File: config.mk
export PLATFORM = sky130hd
export DESIGN_NAME = mcu_bus_pin_interface
export DESIGN_NICKNAME = d
export VERILOG_FILES = /design/src/logic/mcu_port_pkg.sv /design/src/logic/mcu_bus_pin_interface.sv /design/src/logic/pin_sync.sv
export SDC_FILE = /design/constraint.sdc
export NUM_CORES = 1
export LEC_CHECK = 0
export BUFFER_PORTS_ARGS = -buffer_cell sky130_fd_sc_hd__buf_2
export CAP_MARGIN = 0
export CORE_UTILIZATION = 54
export DETAILED_ROUTE_END_ITERATION = 12
export GPL_TIMING_DRIVEN = 1
export PLACE_DENSITY = 0.81
export SYNTH_ARGS = -nofsm -noshare
export SYNTH_HDL_FRONTEND = slang
export SYNTH_SLANG_ARGS = --single-unit
File: constraint.sdc
create_clock -name mclk -period 2.05 [get_ports mclk]
set_clock_uncertainty 0.05 [all_clocks]
set_input_delay 0.205 -clock mclk [delete_from_list [all_inputs] [get_ports mclk]]
set_output_delay 0.205 -clock mclk [all_outputs]
set_load 0.01 [all_outputs]
File: src/logic/mcu_port_pkg.sv
package mcu_port_pkg;

    // ------------------------------------------------------------------
    // Widths and field positions
    // ------------------------------------------------------------------
    localparam int BYTE_W    = 8;
    localparam int ADDR_W    = 20;
    localparam int BURST_LSB = 4;
    localparam int NIBBLE_W  = 4;

    // ------------------------------------------------------------------
    // Host bus arrangements and control-input styles
    // ------------------------------------------------------------------
    typedef enum logic [1:0] {
        BUS_MUX,
        BUS_NONMUX,
        BUS_PAGE,
        BUS_BURST
    } bus_mode_type;

    typedef enum logic {
        ZERO_WR_N,
        ZERO_RW
    } zero_style_type;

    typedef enum logic [1:0] {
        ONE_RD_N,
        ONE_E_CLOCK,
        ONE_DS_N,
        ONE_FETCH_N
    } one_style_type;

    // ------------------------------------------------------------------
    // Carriers
    // ------------------------------------------------------------------
    typedef struct packed {
        logic              rst_n;
        logic              ctl2;
        logic              ctl1;
        logic              ctl0;
        logic              strobe;
        logic [BYTE_W-1:0] high;
        logic [BYTE_W-1:0] low;
    } pin_sample_type;

    typedef struct packed {
        logic [ADDR_W-1:0] addr;
        logic              ctl0;
        logic              ctl1;
        logic              ctl2;
        logic              strobe;
        logic              read;
        logic              write;
    } plc_feed_type;

    // ------------------------------------------------------------------
    // Reset values
    // ------------------------------------------------------------------
    localparam pin_sample_type PIN_IDLE = '{rst_n: 1'b1, ctl2: 1'b1, ctl1: 1'b1, ctl0: 1'b1,
                                            strobe: 1'b0, high: 8'h00, low: 8'h00};
    localparam plc_feed_type   FEED_IDLE = '{addr: 20'h00000, ctl0: 1'b1, ctl1: 1'b1, ctl2: 1'b1,
                                             strobe: 1'b0, read: 1'b0, write: 1'b0};
    localparam logic [BYTE_W-1:0]   BYTE_ZERO   = 8'h00;
    localparam logic [NIBBLE_W-1:0] NIBBLE_ZERO = 4'h0;

endpackage

File: src/logic/mcu_bus_pin_interface.sv
module mcu_bus_pin_interface (
    input  wire logic                         mclk,                   // System clock, 20 MHz.
    input  wire logic                         arst_n,                 // Asynchronous reset, active low.
    input  wire logic [mcu_port_pkg::BYTE_W-1:0] low_byte_bus_port_in,   // Low port pin level.
    output logic      [mcu_port_pkg::BYTE_W-1:0] low_byte_bus_port_out,  // Low port drive value.
    output logic                              low_byte_bus_port_oe,   // Low port drive enable.
    input  wire logic [mcu_port_pkg::BYTE_W-1:0] high_byte_bus_port_in,  // High port pin level.
    output logic      [mcu_port_pkg::BYTE_W-1:0] high_byte_bus_port_out, // High port drive value.
    output logic                              high_byte_bus_port_oe,  // High port drive enable.
    input  wire logic                         addr_hold_strobe,       // Address latch strobe, active high.
    input  wire logic                         control_input_zero,     // Write strobe or direction pin.
    input  wire logic                         control_input_one,      // Read, E clock, data strobe or fetch.
    input  wire logic                         control_input_two,      // Fetch select or generic input.
    input  wire logic                         reset_pin_n,            // Reset pin, active low.
    input  wire mcu_port_pkg::bus_mode_type   bus_mode,               // Host bus arrangement.
    input  wire mcu_port_pkg::zero_style_type zero_style,             // Meaning of control input zero.
    input  wire mcu_port_pkg::one_style_type  one_style,              // Meaning of control input one.
    input  wire logic                         two_is_fetch,           // Control input two is a fetch select.
    input  wire logic                         block_select,           // An internal block is selected.
    input  wire logic [2*mcu_port_pkg::BYTE_W-1:0] read_data,         // Data from the selected block.
    input  wire logic                         flash_busy,             // Flash program or erase running.
    output mcu_port_pkg::plc_feed_type        plc_feed,               // Address and controls for decoding.
    output logic                              write_pulse,            // One-cycle pulse at end of a write.
    output logic      [2*mcu_port_pkg::BYTE_W-1:0] write_data,        // Data captured for the write.
    output logic                              device_reset,           // Reset to ports and macrocells.
    output logic                              program_abort           // One-cycle flash abort pulse.
);

    import mcu_port_pkg::*;

    // ------------------------------------------------------------------
    // Pin synchronisation
    // ------------------------------------------------------------------
    pin_sample_type raw_pins;
    pin_sample_type pins;

    assign raw_pins = '{rst_n: reset_pin_n, ctl2: control_input_two, ctl1: control_input_one,
                        ctl0: control_input_zero, strobe: addr_hold_strobe,
                        high: high_byte_bus_port_in, low: low_byte_bus_port_in};

    pin_sync #(
        .WIDTH ($bits(pin_sample_type)),
        .INIT  (PIN_IDLE)
    ) u_pin_sync (
        .mclk   (mclk),
        .arst_n (arst_n),
        .pin    (raw_pins),
        .synced (pins)
    );

    // ------------------------------------------------------------------
    // Control decoding
    // ------------------------------------------------------------------
    logic data_phase;
    logic read_act;
    logic write_act;
    logic reset_act;

    always_comb begin
        data_phase = (one_style == ONE_E_CLOCK) ? pins.ctl1 : !pins.ctl1;
        unique case (one_style)
            ONE_RD_N:    read_act = !pins.ctl1;
            ONE_FETCH_N: read_act = !pins.ctl1;
            ONE_DS_N:    read_act = !pins.ctl1 && pins.ctl0;
            ONE_E_CLOCK: read_act = pins.ctl1 && pins.ctl0;
        endcase
        if (two_is_fetch && !pins.ctl2) begin
            read_act = 1'b1;
        end
        unique case (zero_style)
            ZERO_WR_N: write_act = !pins.ctl0;
            ZERO_RW:   write_act = !pins.ctl0 && data_phase;
        endcase
        reset_act = !pins.rst_n;
    end

    // ------------------------------------------------------------------
    // Address latch
    // ------------------------------------------------------------------
    logic [BYTE_W-1:0] low_latch;
    logic [BYTE_W-1:0] high_latch;
    logic [BYTE_W-1:0] next_low_latch;
    logic [BYTE_W-1:0] next_high_latch;

    always_comb begin
        next_low_latch  = low_latch;
        next_high_latch = high_latch;
        if (pins.strobe) begin
            next_low_latch  = pins.low;
            next_high_latch = pins.high;
        end
    end

    always_ff @(posedge mclk or negedge arst_n) begin
        if (!arst_n) begin
            low_latch  <= BYTE_ZERO;
            high_latch <= BYTE_ZERO;
        end else begin
            low_latch  <= next_low_latch;
            high_latch <= next_high_latch;
        end
    end

    // ------------------------------------------------------------------
    // Feed to the programmable logic
    // ------------------------------------------------------------------
    plc_feed_type next_plc_feed;

    always_comb begin
        next_plc_feed        = FEED_IDLE;
        next_plc_feed.ctl0   = pins.ctl0;
        next_plc_feed.ctl1   = pins.ctl1;
        next_plc_feed.ctl2   = pins.ctl2;
        next_plc_feed.strobe = pins.strobe;
        next_plc_feed.read   = read_act;
        next_plc_feed.write  = write_act;
        unique case (bus_mode)
            BUS_MUX:    next_plc_feed.addr = {NIBBLE_ZERO, pins.high, next_low_latch};
            BUS_NONMUX: next_plc_feed.addr = {NIBBLE_ZERO, pins.high, pins.low};
            BUS_PAGE:   next_plc_feed.addr = {NIBBLE_ZERO, next_high_latch, next_low_latch};
            BUS_BURST:  next_plc_feed.addr = {pins.high, next_low_latch, NIBBLE_ZERO};
        endcase
    end

    always_ff @(posedge mclk or negedge arst_n) begin
        if (!arst_n) begin
            plc_feed <= FEED_IDLE;
        end else begin
            plc_feed <= next_plc_feed;
        end
    end

    // ------------------------------------------------------------------
    // Read data drive
    // ------------------------------------------------------------------
    logic              next_low_oe;
    logic              next_high_oe;
    logic [BYTE_W-1:0] next_low_out;
    logic [BYTE_W-1:0] next_high_out;

    always_comb begin
        next_low_oe   = read_act && block_select && !reset_act;
        next_high_oe  = next_low_oe && (bus_mode == BUS_PAGE);
        next_low_out  = read_data[BYTE_W-1:0];
        next_high_out = read_data[2*BYTE_W-1:BYTE_W];
    end

    always_ff @(posedge mclk or negedge arst_n) begin
        if (!arst_n) begin
            low_byte_bus_port_oe   <= 1'b0;
            high_byte_bus_port_oe  <= 1'b0;
            low_byte_bus_port_out  <= BYTE_ZERO;
            high_byte_bus_port_out <= BYTE_ZERO;
        end else begin
            low_byte_bus_port_oe   <= next_low_oe;
            high_byte_bus_port_oe  <= next_high_oe;
            low_byte_bus_port_out  <= next_low_out;
            high_byte_bus_port_out <= next_high_out;
        end
    end

    // ------------------------------------------------------------------
    // Write capture
    // ------------------------------------------------------------------
    // Data is taken on the last cycle of the strobe, when the host's bus has settled longest.
    logic                  write_seen;
    logic                  next_write_seen;
    logic                  next_write_pulse;
    logic [2*BYTE_W-1:0]   write_hold;
    logic [2*BYTE_W-1:0]   next_write_hold;
    logic [2*BYTE_W-1:0]   next_write_data;

    always_comb begin
        next_write_seen  = write_act && !reset_act;
        next_write_pulse = write_seen && !write_act && !reset_act;
        next_write_hold  = write_hold;
        next_write_data  = write_data;
        if (write_act) begin
            next_write_hold = (bus_mode == BUS_PAGE) ? {pins.high, pins.low} : {BYTE_ZERO, pins.low};
        end
        if (next_write_pulse) begin
            next_write_data = write_hold;
        end
    end

    always_ff @(posedge mclk or negedge arst_n) begin
        if (!arst_n) begin
            write_seen  <= 1'b0;
            write_pulse <= 1'b0;
            write_hold  <= {BYTE_ZERO, BYTE_ZERO};
            write_data  <= {BYTE_ZERO, BYTE_ZERO};
        end else begin
            write_seen  <= next_write_seen;
            write_pulse <= next_write_pulse;
            write_hold  <= next_write_hold;
            write_data  <= next_write_data;
        end
    end

    // ------------------------------------------------------------------
    // Reset pin handling
    // ------------------------------------------------------------------
    logic next_device_reset;
    logic next_program_abort;

    always_comb begin
        next_device_reset  = reset_act;
        next_program_abort = reset_act && !device_reset && flash_busy;
    end

    always_ff @(posedge mclk or negedge arst_n) begin
        if (!arst_n) begin
            device_reset  <= 1'b1;
            program_abort <= 1'b0;
        end else begin
            device_reset  <= next_device_reset;
            program_abort <= next_program_abort;
        end
    end

    // ------------------------------------------------------------------
    // Checks
    // ------------------------------------------------------------------
    latch_capture_a: assert property (
        @(posedge mclk) disable iff (!arst_n)
        pins.strobe |=> (low_latch == $past(pins.low)) && (high_latch == $past(pins.high)))
        else $error("address not captured while strobe asserted");

    latch_hold_a: assert property (
        @(posedge mclk) disable iff (!arst_n)
        !pins.strobe ##1 !pins.strobe |-> $stable(low_latch) && $stable(high_latch))
        else $error("latched address changed without strobe");

    drive_gate_a: assert property (
        @(posedge mclk) disable iff (!arst_n)
        low_byte_bus_port_oe |-> $past(read_act) && $past(block_select) && !$past(reset_act))
        else $error("port driven without read and select");

    drive_on_a: assert property (
        @(posedge mclk) disable iff (!arst_n)
        (one_style == ONE_RD_N) && !two_is_fetch && !pins.ctl1 && block_select && pins.rst_n
        |=> low_byte_bus_port_oe && (low_byte_bus_port_out == $past(read_data[BYTE_W-1:0])))
        else $error("selected read not driven");

    high_page_a: assert property (
        @(posedge mclk) disable iff (!arst_n)
        high_byte_bus_port_oe |-> ($past(bus_mode) == BUS_PAGE) && low_byte_bus_port_oe)
        else $error("high port driven outside page mode");

    burst_addr_a: assert property (
        @(posedge mclk) disable iff (!arst_n)
        (bus_mode == BUS_BURST) && pins.strobe
        |=> (plc_feed.addr[BURST_LSB-1:0] == NIBBLE_ZERO)
            && (plc_feed.addr[ADDR_W-1:ADDR_W-BYTE_W] == $past(pins.high))
            && (plc_feed.addr[BURST_LSB+BYTE_W-1:BURST_LSB] == $past(pins.low)))
        else $error("burst address mapping wrong");

    nonmux_addr_a: assert property (
        @(posedge mclk) disable iff (!arst_n)
        (bus_mode == BUS_NONMUX) |=> plc_feed.addr[BYTE_W-1:0] == $past(pins.low))
        else $error("non-multiplexed low address not live");

    high_addr_a: assert property (
        @(posedge mclk) disable iff (!arst_n)
        (bus_mode == BUS_MUX) || (bus_mode == BUS_NONMUX)
        |=> plc_feed.addr[2*BYTE_W-1:BYTE_W] == $past(pins.high))
        else $error("high address byte not forwarded");

    control_feed_a: assert property (
        @(posedge mclk) disable iff (!arst_n)
        ##1 (plc_feed.ctl0 == $past(pins.ctl0)) && (plc_feed.ctl1 == $past(pins.ctl1))
            && (plc_feed.ctl2 == $past(pins.ctl2)))
        else $error("control inputs not forwarded");

    write_end_a: assert property (
        @(posedge mclk) disable iff (!arst_n)
        write_pulse |-> $past(write_act, 2) && !$past(write_act) && (write_data == $past(write_hold)))
        else $error("write pulse without finished strobe");

    reset_ports_a: assert property (
        @(posedge mclk) disable iff (!arst_n)
        device_reset |-> !low_byte_bus_port_oe && !high_byte_bus_port_oe && !write_pulse)
        else $error("ports active during reset");

    reset_abort_a: assert property (
        @(posedge mclk) disable iff (!arst_n)
        reset_act && !device_reset && flash_busy |=> program_abort ##1 !program_abort)
        else $error("flash cycle not aborted on reset");

endmodule

File: src/logic/pin_sync.sv
// ----------------------------------------------------------------------
// Two-stage synchroniser for a vector of pins.
// ----------------------------------------------------------------------
module pin_sync #(
    parameter int               WIDTH = 1,
    parameter logic [WIDTH-1:0] INIT  = '0
) (
    input  wire logic             mclk,   // System clock.
    input  wire logic             arst_n, // Asynchronous reset, active low.
    input  wire logic [WIDTH-1:0] pin,    // Raw pin levels.
    output logic      [WIDTH-1:0] synced  // Levels after two flops.
);

    logic [WIDTH-1:0] stage;

    always_ff @(posedge mclk or negedge arst_n) begin
        if (!arst_n) begin
            stage  <= INIT;
            synced <= INIT;
        end else begin
            stage  <= pin;
            synced <= stage;
        end
    end

endmodule

==> results.toml <==
[worst_setup_path]
r2r-start = "u_pin_sync.synced[18]"
critical_path_required_ns = 2.39
reg2reg_depth = 3
r2r_setup_slack_ns = 0.13
path_max_fanout = 17
path_class = "flop to flop"
r2r_end = "write_hold[4]"
cp-start-kind = "flop"
cp_data_arrival_time_ns = 2.25
cp-end-kind = "flop"

[yosys]
ys_warn_count = 0
synth_cell_type_count = 32
synth_top_flop_cell = "dfrtp_1"
synth_edf_count = 0
async_reset_ff_frac = 1.00
syn_area_per_cell_um2 = 13.6
syn_nets = 422
ys_seq_area_frac = 0.682
syn_inst = 374
netlist_area_mm2 = 0.00509
ys_seq_elements = 138

[finish]
multiInputGateArea_mm2 = 0.00139
antenna_cells = 0
final_net_count = 575
drive_above_1_share = 0.350
syn2layout_area_growth_pct = 32.9
fillCellCount = 594
ff_latch_area_mm2 = 0.00347

[detailed_routing]
post-route-drc-count = 0
dr_total_vias = 3499
drt_first_pass_iters = 5
met2WireLength_um = 5460
viasPerCell = 5.37
wl_met1_um = 4590
drtIter0Drc = 200
drt-total-wl_um = 10700
top_layer = "met4"
dr_wl_met3_um = 582
wire_per_inst_um = 16.5
ant_nets = 0

[sta]
clock.fmax_mhz = 521
hold_ws_ns = 0.118
slew_violations = 0
finalSetupTns_ns = 0
post-route-min-period_ns = 1.92
setup-violations-final = 0
slew_headroom = 0.546
period_share = 0.936
finalHoldViolCount = 0
grt_setup_unrepaired = "no"
tightestPinTransition_ns = 0.682

[floorplan]
num_io_pins = 110
rows = 35
dieHeight_um = 99.1
core_mm2 = 0.00920
die_w_um = 99.1
initial_utilization = 0.553
dieArea_mm2 = 0.00981

[clocking]
clock_path_buffers = 2
cts_setup_buffers = 0
clkSinkCount = 138
cts_buffers = 17
cts_tree = "done"
htreeDepth = 4
clkSlewWorstSetupHoldPaths_ns = 0.06
clock_latency_ns = 0.51
root_buffer = "clkbuf_8"

[job]
cap_violations = 0

[min_path]
hp-class = "primary input to flop"
min_to = "plc_feed[1]"
min-delay-start = "one_style[0]"
hold_depth = 4

[pwr]
peakVddDrop_mv = 0.644
intPower_w = 0.00515
switching_power_w = 0.00157
power_frac_seq = 0.457
p_comb_frac = 0.104
power.density_mw_per_mm2 = 994
p_leak_nw = 3.34
pwr-share-clk = 0.438
sw_frac_of_total = 0.234

[place]
port_buffers = 109
gp_congestion = 0.756
place_hpwl_um = 6420

[status]
status = "completed"

[global_route]
grt_pass1_vias = 3581
grt_pass1_wl_um = 17400
grt_max_degree = 139
track_usage = 0.234
grt_antenna_before_repair = 0
grt_overflow_total = 0
cell usage in the layout (no fill, tap or decap), types with 2 or more instances in the layout:
cell type,netlist,layout
o22ai_1,4,4
buf_2,7,108
and3_1,8,8
clkinv_4,0,3
mux2_2,24,24
dfstp_2,12,12
clkinv_2,0,4
clkbuf_16,0,16
a221oi_1,16,16
a22o_1,8,8
dfrtp_1,126,126
nor2b_1,4,4
clkbuf_8,0,5
inv_1,25,25
buf_4,1,8
nand2_1,27,27
a211o_1,16,16
dlygate4sd3_1,0,44
nand3b_1,2,2
a21oi_1,5,5
nor2_1,11,11
buf_6,2,2
o21ai_0,7,7
a311o_1,4,4
mux2i_1,4,4
bufinv_16,0,2
and4_1,32,32
stage by stage:
stage,utilization,area (um^2),power [W],cells,setup slack (ns)
global route,0.735,6760,0.00699,651,0.0244
global placement,0.623,5730,0.00371,575,0.221
CTS,0.735,6760,0.00677,651,0.124
detailed placement,0.623,5730,0.00375,575,0.177
floorplan,-,5090,0.00345,374,0.452
finish,0.735,6760,0.00672,651,0.131
final cells by class:
class,count,area share
flip-flops and latches,138,0.513
multi-input cells,181,0.205
repair buffers,163,0.160
clock buffers,22,0.0699
well taps,111,0.0205
clock inverters,10,0.0170
inverters,26,0.0144
power by group through the flow:
stage / clock network [W] / logic [W] / registers [W]
after floorplan: 0 / 0.000321 / 0.00313
after global placement: 0 / 0.000607 / 0.00310
after detailed placement: 0 / 0.000633 / 0.00312
after CTS: 0.00299 / 0.000704 / 0.00307
after global routing: 0.00313 / 0.000773 / 0.00309
final: 0.00295 / 0.000701 / 0.00307
logic make-up (layout without fill, tap and decap cells):
group	count (synthesis)	in the layout	share of synthesized area
adder cells (fa/ha/maj)	1	1	0.00246
multiplexers	28	28	0.0610
AND/OR/NAND/NOR	87	87	0.105
buffers and inverters	55	221	0.0460
AO/OA/AOI/OAI	64	64	0.100
flip-flops	138	138	0.682
XOR/XNOR	1	1	0.00320
sequential cells by signal, indices dropped and copies added, names as in the netlist:
register	flops
plc_feed	26
u_pin_sync.stage	21
u_pin_sync.synced	21
write_data	16
write_hold	16
high_byte_bus_port_out	8
high_latch	8
low_byte_bus_port_out	8
low_latch	8
device_reset	1
high_byte_bus_port_oe	1
low_byte_bus_port_oe	1
program_abort	1
write_pulse	1
write_seen	1
Yosys cell counts (5+ instances only):
library cell	number	area, um^2
o21ai_0	7	35.0
a221oi_1	16	140
dfstp_2	12	315
and3_1	8	50.1
and4_1	32	280
inv_1	25	93.8
buf_2	7	35.0
a211o_1	16	140
a22o_1	8	70.1
a21oi_1	5	25.0
nand2_1	27	101
mux2_2	24	270
dfrtp_1	126	3150
nor2_1	11	41.3
clkbuf_1	19	71.3
critical path, stage by stage, from the launching register on:
cell	delay (ns)
dfstp_2	0.58
xor2_2	0.24
a21o_1	0.52
mux2_2	0.41
how the worst max path moves through the flow:
stage                                     start             to  slack (ns)  cells past startpoint
after detailed placement           one_style[0]  write_hold[2]        0.18                      5
after global routing      u_pin_sync.synced[18]  write_hold[0]        0.02                      3
after floorplan           u_pin_sync.synced[18]  write_hold[0]        0.45                      4
final                     u_pin_sync.synced[18]  write_hold[4]        0.13                      3
after global placement             one_style[0]  write_hold[2]        0.22                      5
after CTS                 u_pin_sync.synced[18]  write_hold[4]        0.12                      3
routing by layer:
layer	up-vias	track usage
li1	1645	-
met1	1729	0.303
met2	116	0.384
met3	9	0.0738
met4	0	0.0701
met5	-	0
repair_timing:
item,4_1_cts,5_1_grt
hold buffers,44,0
endpoints found under the setup margin,0,1
gates resized for setup,0,1
hold endpoints to repair,171,0
No activity file was read; power rests on OpenSTA's default activity.
